### src/sgd_pkg.sv
// Purpose: constants and carriers for the step generator and driver diagnostics
// Assumes: classic Wishbone slave, 32-bit data, byte addresses
// Notes: all offsets, fields, reset values and counts live here
// Contract
// - new velocity applies at once, no ramp
// - signed velocity, rate = v*fclk/2^24
// - step period in clocks per microstep
// - step selection toggles diag per microstep
// - position counter wraps 1023 to 0
// - prewarning and shutdown temperature flags
// - shutdown holds until below prewarning level
// - short accepted after three retries
// - confirmed short: bridges off, coil flag set
// - short restart only by disable then enable
// - open load when coil current unreachable
// - open load flags cause no action
// - fault role: diag when driver abnormal
// - index role: diag at position zero
// - diag functions chosen by config bits
// - velocity math uses internal clock
package sgd_pkg;
   // ****************************************
   // register map (byte addresses)
   // ****************************************
   localparam logic [7:0] ADR_GLOBAL_CONFIG = 8'h00;
   localparam logic [7:0] ADR_VELOCITY = 8'h04;
   localparam logic [7:0] ADR_STEP_PERIOD = 8'h08;
   localparam logic [7:0] ADR_SPEED_THRS = 8'h0C;
   localparam logic [7:0] ADR_POSITION = 8'h10;
   localparam logic [7:0] ADR_DRIVER_STATUS = 8'h14;
   localparam logic [7:0] ADR_INT_STATUS = 8'h18;
   localparam logic [7:0] ADR_INT_MASK = 8'h1C;
   // ****************************************
   // field positions
   // ****************************************
   localparam int GC_ENABLE = 0;
   localparam int GC_DIAG_FAULT = 1;
   localparam int GC_DIAG_INDEX = 2;
   localparam int GC_DIAG_STEP = 3;
   localparam int GC_W = 4;
   localparam logic [3:0] GC_RESET = 4'h2;
   localparam int DS_W = 11;
   localparam int INT_OTPW = 0;
   localparam int INT_OT = 1;
   localparam int INT_SHORT = 2;
   localparam int INT_OLA = 3;
   localparam int INT_OLB = 4;
   localparam int INT_W = 5;
   // ****************************************
   // sizes and counts
   // ****************************************
   localparam int VEL_W = 24;
   localparam int ACC_W = 24;
   localparam int POS_W = 10;
   localparam int PERIOD_W = 20;
   localparam int SHORT_RETRIES = 3;
   localparam int CLK_HZ = 40_000_000;
   localparam logic [19:0] THRS_RESET = 20'h0_0000;
   // ****************************************
   // carriers
   // ****************************************
   typedef struct packed {
      logic cyc;
      logic stb;
      logic we;
      logic [7:0] adr;
      logic [3:0] sel;
      logic [31:0] dat;
   } sgd_wb_req_s;
   typedef struct packed {
      logic olb;
      logic ola;
      logic short_supply_coil_b;
      logic short_supply_coil_a;
      logic short_ground_coil_b;
      logic short_ground_coil_a;
      logic ot;
      logic otpw;
   } sgd_sense_s;
endpackage

### src/sgd_short_filter.sv
// Purpose: retry filter and latch for one short-circuit comparator
// Assumes: det already synchronised to clk
// Notes: cleared only while the driver is disabled
`timescale 1ns/1ps
`default_nettype none
module sgd_short_filter #(
   parameter int RETRIES = 3
) (
   input wire logic clk,
   input wire logic reset,
   input wire logic det,
   input wire logic rearm,
   output logic tripped
);
   import sgd_pkg::*;
   logic det_d_r;
   logic [2:0] hits_r;
   logic tripped_r;
   logic det_rise;

   // detection events are edges, so one long short counts once per retry
   assign det_rise = det & ~det_d_r;
   assign tripped = tripped_r;

   // edge history
   always_ff @(posedge clk) begin
      if (reset) begin
         det_d_r <= 1'b0;
      end else begin
         det_d_r <= det;
      end
   end

   always_ff @(posedge clk) begin
      if (reset || rearm) begin
         hits_r <= 3'h0;
      end else if (det_rise && hits_r <= 3'(RETRIES)) begin
         hits_r <= hits_r + 3'h1;
      end
   end

   always_ff @(posedge clk) begin
      if (reset || rearm) begin
         tripped_r <= 1'b0;
      end else if (det_rise && hits_r == 3'(RETRIES)) begin
         tripped_r <= 1'b1;
      end
   end
endmodule // sgd_short_filter
`default_nettype wire

### src/sgd_step_diag.sv
// Purpose: internal step generator, diag pin and protection flags
// Assumes: sense inputs come from analog comparators, asynchronous
// Notes: registers over classic Wishbone, one level interrupt
`timescale 1ns/1ps
`default_nettype none
module sgd_step_diag #(
   parameter int PERIOD_W = sgd_pkg::PERIOD_W
) (
   input wire logic clk,
   input wire logic reset,
   input wire sgd_pkg::sgd_wb_req_s wb_req,
   output logic [31:0] wb_dat_o,
   output logic wb_ack_o,
   input wire sgd_pkg::sgd_sense_s sense_in,
   output logic bridge_enable,
   output logic step_dir,
   output logic [sgd_pkg::POS_W-1:0] coil_position,
   output logic diag_out,
   output logic irq
);
   import sgd_pkg::*;

   // ****************************************
   // declarations
   // ****************************************
   logic [GC_W-1:0] global_config_r;
   logic [VEL_W-1:0] vel_r;
   logic [PERIOD_W-1:0] thrs_r;
   logic [INT_W-1:0] int_st_r;
   logic [INT_W-1:0] int_mask_r;
   logic [7:0] sense_s1_r;
   logic [7:0] sense_s2_r;
   sgd_sense_s sense;
   logic ot_latch_r;
   logic [3:0] short_trip;
   logic short_any;
   logic bridge_on;
   logic [ACC_W-1:0] acc_r;
   logic [ACC_W:0] acc_sum;
   logic [VEL_W-1:0] vel_mag;
   logic step_pulse;
   logic [POS_W-1:0] pos_r;
   logic [PERIOD_W-1:0] cnt_r;
   logic [PERIOD_W-1:0] period_r;
   logic step_tgl_r;
   logic diag_r;
   logic ack_r;
   logic [31:0] rdat_r;
   logic wr_en;
   logic rd_en;
   logic [31:0] rd_mux;
   logic [DS_W-1:0] driver_status;
   logic [INT_W-1:0] ev_now;
   logic [INT_W-1:0] ev_prev_r;
   logic [INT_W-1:0] ev_set;
   logic fast;
   logic standstill;

   // byte-lane merge for writes
   function automatic logic [31:0] lane_merge(input logic [31:0] old,
                                              input logic [31:0] nw,
                                              input logic [3:0] sel);
      logic [31:0] res;
      res = old;
      for (int i = 0; i < 4; i++) begin
         if (sel[i]) begin
            res[i*8 +: 8] = nw[i*8 +: 8];
         end
      end
      return res;
   endfunction

   // ****************************************
   // input synchronisers
   // ****************************************
   // comparators are asynchronous to clk: two flops before use
   // each bit is an independent level, so no multi-bit word crosses here
   always_ff @(posedge clk) begin
      if (reset) begin
         sense_s1_r <= 8'h00;
         sense_s2_r <= 8'h00;
      end else begin
         sense_s1_r <= sense_in;
         sense_s2_r <= sense_s1_r;
      end
   end
   assign sense = sgd_sense_s'(sense_s2_r);

   // ****************************************
   // wishbone slave
   // ****************************************
   // ack one cycle after the request, then drop, so back to back works
   // writes land on the edge that raises ack, while the request still stands
   // reads are captured on that same edge, so data stands together with ack
   assign wr_en = wb_req.cyc & wb_req.stb & wb_req.we & ~ack_r;
   assign rd_en = wb_req.cyc & wb_req.stb & ~wb_req.we & ~ack_r;
   assign wb_ack_o = ack_r;
   assign wb_dat_o = rdat_r;

   // handshake
   always_ff @(posedge clk) begin
      if (reset) begin
         ack_r <= 1'b0;
      end else begin
         ack_r <= wb_req.cyc & wb_req.stb & ~ack_r;
      end
   end

   // velocity reads back as written, sign in its top bit, not extended
   // read mux, unmapped reads zero
   always_comb begin
      rd_mux = 32'h0000_0000;
      case (wb_req.adr)
         ADR_GLOBAL_CONFIG: rd_mux[GC_W-1:0] = global_config_r;
         ADR_VELOCITY: rd_mux[VEL_W-1:0] = vel_r;
         ADR_STEP_PERIOD: rd_mux[PERIOD_W-1:0] = period_r;
         ADR_SPEED_THRS: rd_mux[PERIOD_W-1:0] = thrs_r;
         ADR_POSITION: rd_mux[POS_W-1:0] = pos_r;
         ADR_DRIVER_STATUS: rd_mux[DS_W-1:0] = driver_status;
         ADR_INT_STATUS: rd_mux[INT_W-1:0] = int_st_r;
         ADR_INT_MASK: rd_mux[INT_W-1:0] = int_mask_r;
         default: rd_mux = 32'h0000_0000;
      endcase
   end

   // read data captured with the ack
   always_ff @(posedge clk) begin
      if (reset) begin
         rdat_r <= 32'h0000_0000;
      end else if (rd_en) begin
         rdat_r <= rd_mux;
      end
   end

   always_ff @(posedge clk) begin
      if (reset) begin
         global_config_r <= GC_RESET;
      end else if (wr_en && wb_req.adr == ADR_GLOBAL_CONFIG) begin
         global_config_r <= GC_W'(lane_merge(32'(global_config_r), wb_req.dat, wb_req.sel));
      end
   end

   always_ff @(posedge clk) begin
      if (reset) begin
         vel_r <= '0;
      end else if (wr_en && wb_req.adr == ADR_VELOCITY) begin
         vel_r <= VEL_W'(lane_merge(32'(vel_r), wb_req.dat, wb_req.sel));
      end
   end

   // speed threshold, compared against the measured period
   always_ff @(posedge clk) begin
      if (reset) begin
         thrs_r <= PERIOD_W'(THRS_RESET);
      end else if (wr_en && wb_req.adr == ADR_SPEED_THRS) begin
         thrs_r <= PERIOD_W'(lane_merge(32'(thrs_r), wb_req.dat, wb_req.sel));
      end
   end

   // interrupt mask
   always_ff @(posedge clk) begin
      if (reset) begin
         int_mask_r <= '0;
      end else if (wr_en && wb_req.adr == ADR_INT_MASK) begin
         int_mask_r <= INT_W'(lane_merge(32'(int_mask_r), wb_req.dat, wb_req.sel));
      end
   end

   // ****************************************
   // thermal protection
   // ****************************************
   // ot wins over the clear, so a hot die never re-enables for a cycle
   // trade-off: no cool-down timer, the warning comparator sets the floor
   // hold off until below prewarning
   always_ff @(posedge clk) begin
      if (reset) begin
         ot_latch_r <= 1'b0;
      end else if (sense.ot) begin
         ot_latch_r <= 1'b1;
      end else if (!sense.otpw) begin
         ot_latch_r <= 1'b0;
      end
   end

   // ****************************************
   // short protection
   // ****************************************
   // rearm is the inverted enable bit, so a disable/enable pair restarts
   // one retry filter per comparator
   sgd_short_filter #(.RETRIES(SHORT_RETRIES)) u_short_ground_coil_a (
      .clk(clk),
      .reset(reset),
      .det(sense.short_ground_coil_a),
      .rearm(~global_config_r[GC_ENABLE]),
      .tripped(short_trip[0])
   );
   sgd_short_filter #(.RETRIES(SHORT_RETRIES)) u_short_ground_coil_b (
      .clk(clk),
      .reset(reset),
      .det(sense.short_ground_coil_b),
      .rearm(~global_config_r[GC_ENABLE]),
      .tripped(short_trip[1])
   );
   sgd_short_filter #(.RETRIES(SHORT_RETRIES)) u_short_supply_coil_a (
      .clk(clk),
      .reset(reset),
      .det(sense.short_supply_coil_a),
      .rearm(~global_config_r[GC_ENABLE]),
      .tripped(short_trip[2])
   );
   sgd_short_filter #(.RETRIES(SHORT_RETRIES)) u_short_supply_coil_b (
      .clk(clk),
      .reset(reset),
      .det(sense.short_supply_coil_b),
      .rearm(~global_config_r[GC_ENABLE]),
      .tripped(short_trip[3])
   );
   assign short_any = |short_trip;

   // open load deliberately left out here
   assign bridge_on = global_config_r[GC_ENABLE] & ~ot_latch_r & ~short_any;
   assign bridge_enable = bridge_on;

   // ****************************************
   // step generator
   // ****************************************
   // limitation: at most one microstep every two clocks, bounded by the signed 24-bit width
   // accumulator freezes with the bridges, so a restart keeps its phase
   // magnitude of the signed velocity
   assign vel_mag = vel_r[VEL_W-1] ? (~vel_r + VEL_W'(1)) : vel_r;
   assign acc_sum = {1'b0, acc_r} + {1'b0, vel_mag};
   // carry out of 2^24 gives a microstep
   assign step_pulse = bridge_on & acc_sum[ACC_W];
   assign step_dir = vel_r[VEL_W-1];

   // phase accumulator on the core clock
   always_ff @(posedge clk) begin
      if (reset) begin
         acc_r <= '0;
      end else if (bridge_on) begin
         acc_r <= acc_sum[ACC_W-1:0];
      end
   end

   always_ff @(posedge clk) begin
      if (reset) begin
         pos_r <= '0;
      end else if (step_pulse) begin
         pos_r <= step_dir ? pos_r - POS_W'(1) : pos_r + POS_W'(1);
      end
   end
   assign coil_position = pos_r;

   // measured between executed steps, so it shows the real rate
   // clocks between microsteps
   // counter saturates, so a stalled drive reads full scale
   always_ff @(posedge clk) begin
      if (reset) begin
         cnt_r <= '0;
         period_r <= '1;
      end else if (step_pulse) begin
         period_r <= cnt_r + PERIOD_W'(1);
         cnt_r <= '0;
      end else if (cnt_r != '1) begin
         cnt_r <= cnt_r + PERIOD_W'(1);
      end else begin
         period_r <= '1;
      end
   end

   assign standstill = (period_r == '1);
   assign fast = ~standstill & (period_r <= thrs_r);

   // ****************************************
   // diagnostic output
   // ****************************************
   // toggle per executed microstep
   always_ff @(posedge clk) begin
      if (reset) begin
         step_tgl_r <= 1'b0;
      end else if (step_pulse) begin
         step_tgl_r <= ~step_tgl_r;
      end
   end

   // registered so the pin never glitches while roles are switched
   // ored enabled roles
   always_ff @(posedge clk) begin
      if (reset) begin
         diag_r <= 1'b0;
      end else begin
         diag_r <= (global_config_r[GC_DIAG_FAULT] & (ot_latch_r | short_any))
                 | (global_config_r[GC_DIAG_INDEX] & (pos_r == '0))
                 | (global_config_r[GC_DIAG_STEP] & step_tgl_r);
      end
   end
   assign diag_out = diag_r;

   // ****************************************
   // status word
   // ****************************************
   // warning and open load are live, shutdown and shorts are latched
   // temperature flags: warning live, shutdown latched
   assign driver_status = {bridge_on, standstill, fast, sense.olb, sense.ola,
                        short_trip[3], short_trip[2], short_trip[1],
                        short_trip[0], ot_latch_r, sense.otpw};

   // ****************************************
   // interrupts
   // ****************************************
   // events are rising edges, so a long fault sets its bit only once
   assign ev_now = {sense.olb, sense.ola, short_any, ot_latch_r, sense.otpw};
   assign ev_set = ev_now & ~ev_prev_r;

   // rising-edge history
   always_ff @(posedge clk) begin
      if (reset) begin
         ev_prev_r <= '0;
      end else begin
         ev_prev_r <= ev_now;
      end
   end

   // sticky, write one to clear, set wins
   // a clear needs byte lane 0, since every bit sits in the low byte
   always_ff @(posedge clk) begin
      if (reset) begin
         int_st_r <= '0;
      end else if (wr_en && wb_req.adr == ADR_INT_STATUS && wb_req.sel[0]) begin
         int_st_r <= (int_st_r & ~wb_req.dat[INT_W-1:0]) | ev_set;
      end else begin
         int_st_r <= int_st_r | ev_set;
      end
   end
   assign irq = |(int_st_r & int_mask_r);
endmodule // sgd_step_diag
`default_nettype wire

### config.mk
export PLATFORM = sky130hd
export DESIGN_NAME = sgd_step_diag
export DESIGN_NICKNAME = d
export VERILOG_FILES = /design/src/sgd_pkg.sv /design/src/sgd_short_filter.sv /design/src/sgd_step_diag.sv
export SDC_FILE = /design/constraint.sdc
export NUM_CORES = 1
export LEC_CHECK = 0
export ABC_AREA = 1
export BUFFER_PORTS_ARGS = -buffer_cell sky130_fd_sc_hd__buf_2
export CORE_MARGIN = 2
export CORE_UTILIZATION = 55
export CTS_CLUSTER_DIAMETER = 120
export DETAILED_ROUTE_END_ITERATION = 7
export PLACE_DENSITY = 0.76
export SYNTH_ARGS = -nofsm -noshare
export SYNTH_HDL_FRONTEND = slang
export SYNTH_HIERARCHICAL = 1
export SYNTH_SLANG_ARGS = --single-unit
### constraint.sdc
create_clock -name clk -period 9.2 [get_ports clk]
set_input_delay 1.38 -clock clk [delete_from_list [all_inputs] [get_ports clk]]
set_output_delay 1.38 -clock clk [all_outputs]
set_load 0.02 [all_outputs]
# Word-level counts from Yosys, hierarchy flattened
# Cells that the tools add are included.
word_totals:
  out_inout_bits: 47
  reg_bits: 201
  wordCells: 142
  input_bits: 57
op_classes:
  n_bitwise: 39
  mux: 13
  n_addsub: 9
  magnitude_cmp: 5
  reduce_logical: 28
  n_eq_ne: 15
op_table:
  columns: ["cell", "count"]
  rows:
  - ["$mux W20", 2]
  - ["$eq A8 B5 Y1 const B", 4]
  - ["$pmux W4 S8", 1]
  - ["$pmux W9 S3", 1]
  - ["$add A24 B24 Y25", 1]
  - ["$pmux W5 S5", 1]
  - ["$add A24 B1 Y24 const B", 1]
  - ["$mux W24", 1]
  - ["$not A24 Y24", 1]
  - ["$add A20 B1 Y20 const B", 1]
  - ["$eq A20 B20 Y1 const B", 1]
  - ["$le A20 B20 Y1", 1]
  - ["$ne A20 B20 Y1 const B", 1]
  - ["$and A1 B1 Y1", 17]
  - ["$eq A8 B4 Y1 const B", 2]
  - ["$reduce_and A2 Y1", 8]
  - ["$and A5 B5 Y5", 3]
  - ["$logic_and A1 B1 Y1", 14]
  - ["$add A3 B1 Y3 const B", 4]
  - ["$eq A3 B2 Y1 const B", 4]
  - ["$le A3 B2 Y1 const B", 4]
  - ["$not A1 Y1", 11]
  - ["$add A10 B1 Y10 const B", 1]
  - ["$logic_not A10 Y1", 1]
  - ["other kinds (18)", 23]

# Depth between registers and ports, before layout
depth:
  ltp_word: 6
  depth_mapped: 24
  mapped_depth_nobuf: 23

# Hierarchy
# The synthesis kept the hierarchy.
by_module_without_submodules:
  columns: ["mod", "n_inst", "area_per_inst_um2", "cells_each", "seq_area_each_um2"]
  rows:
  - ["sgd_step_diag", 1, 10304.9, 1510, 3623.5]
  - ["sgd_short_filter", 4, 260.2, 35, 100.1]

# Worst setup path before layout
# Ideal clock, no wire load.
synth_path:
  path_kind: "reg-to-reg"
  startpoint: "register vel_r[23]"
  endpoint: "register period_r[14]"
  required_time_ps: 9074
  n_path_buf: 3
  path_stages_with_launch: 18
  synth_period_minus_slack_ps: 3058
  t_arrival_ps: 2933
  path_slack_ps: 6142
  setup_ps: 126
  path_cell_list: "dfxtp_1 -> clkbuf_1 -> clkinv_1 -> a21oi_1 -> xor2_1 -> ha_1 -> a21oi_1 -> o21ai_1 -> inv_1 -> nor2_1 -> nor2_1 -> nand3_2 -> nand2_4 -> buf_6 -> buf_6 -> nand3_1 -> nand2_1 -> nand2_1"
synth_between:
  elab_chain_len: 6
  elab_cells_between_ends: 7
  cone_classes: "add/sub (2); eq/ne (1); mux (2); bitwise (2)"
synth_lines:
  columns: ["item", "line_no", "text"]
  rows:
  - ["start: declaration", "sgd_step_diag.sv:27", "logic [VEL_W-1:0] vel_r;"]
  - ["start signal: assignment", "sgd_step_diag.sv:147", "vel_r <= VEL_W'(lane_merge(32'(vel_r), wb_req.dat, wb_req.sel));"]
  - ["$not A24 Y24", "sgd_step_diag.sv:230", "assign vel_mag = vel_r[VEL_W-1] ? (~vel_r + VEL_W'(1)) : vel_r;"]
  - ["$add A24 B1 Y24", "sgd_step_diag.sv:230", null]
  - ["$mux W24 *", "sgd_step_diag.sv:230", null]
  - ["$add A24 B24 Y25 *", "sgd_step_diag.sv:231", "assign acc_sum = {1'b0, acc_r} + {1'b0, vel_mag};"]
  - ["$and A1 B1 Y1 *", "sgd_step_diag.sv:233", "assign step_pulse = bridge_on & acc_sum[ACC_W];"]
  - ["$ne A2 B2 Y1 (no line) / $mux W20 (equally long branches)", null, null]
  - ["end signal: assignment", "sgd_step_diag.sv:262", "period_r <= cnt_r + PERIOD_W'(1);"]
  - ["end: declaration", "sgd_step_diag.sv:44", "logic [PERIOD_W-1:0] period_r;"]
# Every way passes the cells marked *; elsewhere a longest branch is shown, timed or not.
# A chain may end at the register's enable or synchronous reset.

# Worst setup path after layout
layout_path:
  startpoint: "register vel_r[0]"
  endpoint: "register cnt_r[9]"
layout_between:
  elab_chain_len: 6
layout_lines:
  columns: ["item", "line_no", "text"]
  rows:
  - ["$not A24 Y24", "sgd_step_diag.sv:230", null]
  - ["$add A24 B1 Y24", "sgd_step_diag.sv:230", null]
  - ["$mux W24 *", "sgd_step_diag.sv:230", null]
  - ["$add A24 B24 Y25 *", "sgd_step_diag.sv:231", null]
  - ["$and A1 B1 Y1 *", "sgd_step_diag.sv:233", null]
  - ["$reduce_or A2 Y1 (no line) *", null, null]
  - ["end signal: assignment", "sgd_step_diag.sv:265", "cnt_r <= cnt_r + PERIOD_W'(1);"]
  - ["end: declaration", "sgd_step_diag.sv:43", "logic [PERIOD_W-1:0] cnt_r;"]
# Marks and branches as above.

==> summary.txt <==
Finish
  – Fin util: 0.6263
  – Fill cells: between 1,500 and 2,000
  – P&R area growth vs syn: 11.70%
  – Fraction of layout cells with a size suffix above 1: 0.1096
  – Diode insertion count for antenna repair: 0
  – Net count reported at finish: 1,839

Worst setup path
  – Worst setup path class: flop to flop
  – Critical path capture point type: flop
  – Arr. time, crit path: 4.68 ns
  – Highest fanout seen on the critical path: 31
  – Critical path required time: between 9 and 10 ns
  – Category of the worst setup path launch point: flop

Clocking
  – Skew-Pair Late Insertion Delay: between 0.5 and 0.6 ns
  – Number of buffers inserted by hold repair at cts: 0
  – Buffer cell driving the clock tree root: clkbuf_16
  – Clock Pin Slew Worst Setup and Hold Paths: 0.06 ns
  – H-Tree Depth: 1
  – TritonCTS sink count: ~200
  – Number of resized instances in the post-cts repair step: 0
  – Number of buffers on the longest clock path: 3
  – CTS buffer count: 23
  – Setup fix buffers added after clock tree synthesis: 0
  – TritonCTS clock tree: done

Synth
  – Number of warning messages in the yosys log: 6
  – Most used flip-flop cell after synthesis: dfxtp_1
  – Synth async-reset ratio: 0
  – Average instance area after synthesis: 6.876 um2
  – Number of unique standard cell types used by synthesis: 48
  – Leading post-synthesis cells by cell area: dfxtp_1 35%, nand2_1 11%, inv_1 7.6%
  – Post-Syn Area: 0.01135 mm2
  – Fraction of synthesized cell area taken by the top area cell type: 0.3547
  – Most instantiated cells after synthesis: 331 x nand2_1, 229 x inv_1, 201 x dfxtp_1
  – Post-synthesis sequential area ratio: 0.3547
  – Library cell occupying the most area in the post-synthesis netlist: dfxtp_1
  – Synthesized netlist cell count: between 1,500 and 2,000
  – Most common cell in the synthesized netlist: nand2_1
  – Number of enable flip-flop cells after synthesis: 0
  – #FFs+latches synth: 201

Floorplan
  – Starting Density: 0.5607
  – Die ar.: 0.02179 mm2
  – Core area: 0.02023 mm2
  – Die outline height: approximately 150 um
  – Die extent in x: around 150 um
  – Top Ports: 104
  – Std cell rows: 52

STA
  – Setup Viol. Count Final: 0
  – Least-Margin Pin Slew: 0.8972 ns
  – Final Cycle Share: 0.4630
  – Worst slew slack as a fraction of its limit: 0.4019
  – Time the worst path needs with I/O delays and setup: 4.259 ns
  – Unrepaired setup endpoints after global routing: false
  – Final worst-path setup slack: 4.941 ns
  – Highest Clock Rate: 234.8 MHz
  – Clk_skew: 0.01171 ns
  – Total negative slack: 0 ns
  – Slew Viols, Final: 0
  – Final hold violations: 0

Route
  – Count of vias placed by the detailed router: 10,710
  – Antenna Nets Post-Route: 0
  – Wire length per cell after detailed routing: between 10 and 15 um
  – Count of TritonRoute iterations in the first routing pass: 5
  – DR DRC count: 0
  – Average via count per standard cell: 5.345
  – Drt total wl: between 20,000 and 30,000 um
  – Initial DRC Count: 633

Global routing
  – Wire length of the first global-routing pass: 47,420 um
  – Number of global-route vias before repair: 9,973
  – Total Routing Usage GR: 0.2641
  – Number of antenna violations at the first check in global routing: 0
  – GRT overflow: 0
  – Largest net degree at the start of global routing: 101

Placement
  – Count of input and output buffers: 86
  – Worst setup slack after placement: 4.959 ns
  – Post-detail-place hpwl: 21,240 um
  – Final weighted congestion in routability-driven placement: between 0.9 and 1

Power and ir drop
  – Overall power consumption: 1888 uW
  – Max rail drop VDD: 0.0001310 V
  – Leakage power summed over all cells: 0.005934 uW
  – Power density of the placed cells: 149.0 mW/mm2

Run
  – Max-Cap Viols: 0

Worst hold path
  – Path class of the lowest-slack min-delay path: flop to flop

Status
  – Result of the run: completed
## placed cells by master (no fill, tap or decap), drive strengths merged, types with 7 or more instances in the layout
cell type / instances
a31oi: 7
dfxtp: 201
nand2: 336
clkinv: 8
nand3: 106
a21oi: 163
clkbuf: 30
buf: 92
inv: 239
nor4: 7
o21ai: 123
xnor2: 13
nor2: 205
xor2: 39
nor3: 16
nand4: 16
conb: 8
ha: 62
o22ai: 24
## flip-flops by register name, summed over array words and instances, names as in the netlist, 8 cells and up
| name | count |
|---|---|
| period_r | 20 |
| wb_dat_o | 24 |
| cnt_r | 20 |
| coil_position | 10 |
| sense | 8 |
| vel_r | 24 |
| acc_r | 24 |
| sense_s1_r | 8 |
| thrs_r | 20 |
## cell type report
type / count / area (um2) / share of cell area
clock buffers: 30 / 641.9 / 0.05065
clock inverters: 10 / 131.4 / 0.01037
inverters: 241 / 904.6 / 0.07138
multi-input cells: 1159 / 6158 / 0.4859
flip-flops and latches: 201 / 4024 / 0.3175
well taps: 270 / 337.8 / 0.02666
repair buffers: 92 / 475.5 / 0.03752
## worst paths after layout
kind | start | endpoint | slack, ns | depth (start not counted)
setup reg to reg | vel_r[0]$_SDFFE_PP0P_ | cnt_r[9]$_SDFFE_PP0P_ | 4.94 | 21
hold reg to reg | sense_s1_r[2]$_SDFF_PP0_ | sense[2]$_SDFF_PP0_ | 0.40 | 2
hold / removal | sense_s1_r[2]$_SDFF_PP0_ | sense[2]$_SDFF_PP0_ | 0.40 | 2
setup / recovery | vel_r[0]$_SDFFE_PP0P_ | cnt_r[9]$_SDFFE_PP0P_ | 4.94 | 21
## critical path, cell delays in order, from the launching register on
cell and delay [ns]:
dfxtp_1 0.33, inv_1 0.11, ha_1 0.18, inv_1 0.06, nor4_2 0.30, inv_1 0.10
nor2_1 0.25, nand3_1 0.17, o21ai_2 0.25, nand2_1 0.08, nand2_1 0.06, nand2_1 0.07
ha_1 0.36, nand2_1 0.15, o21ai_1 0.09, inv_1 0.09, nor2_1 0.04, nor2_1 0.14
nand3_2 0.23, nand2_4 0.35, nand2_1 0.47, a21oi_1 0.30
## through the flow
step                      area, um2  std cells  hold slack, ns
after floorplan               11370       1657          0.3883
after global placement        11900       1963          0.3889
after detailed placement      11900       1963          0.3961
after CTS                     12670       2003          0.4063
after global routing          12670       2003          0.4312
final                         12670       2003          0.4042
## cells by family (layout without fill, tap and decap cells)
| logic type | Yosys count | count (layout) | synth area share |
|---|---|---|---|
| AOI/OAI and AO/OA | 342 | 342 | 0.1611 |
| xor gates and xnor gates | 52 | 52 | 0.04014 |
| adders and majority gates | 64 | 64 | 0.07190 |
| buffers and inverters | 297 | 373 | 0.1051 |
| DFF | 201 | 201 | 0.3547 |
| other | 1 | 8 | 0.0003305 |
| and+or+nand+nor | 693 | 693 | 0.2668 |
## where the power goes
part	total, uW	internal, uW	switching [uW]	leakage, uW
registers	884	879	5.51	0.00163
logic	65.9	20.1	45.9	0.00393
clock network	938	574	364	0.000382
total	1890	1470	415	0.00593
## layer usage
layer / track usage / up-vias / wire [um]
met5: 0 / - / 0
li1: - / 5479 / -
met1: 0.3520 / 4907 / 13220
met2: 0.4437 / 264 / 13420
met4: 0.09038 / 0 / 842
met3: 0.03364 / 56 / 1389
No activity file was read; power rests on OpenSTA's default activity.
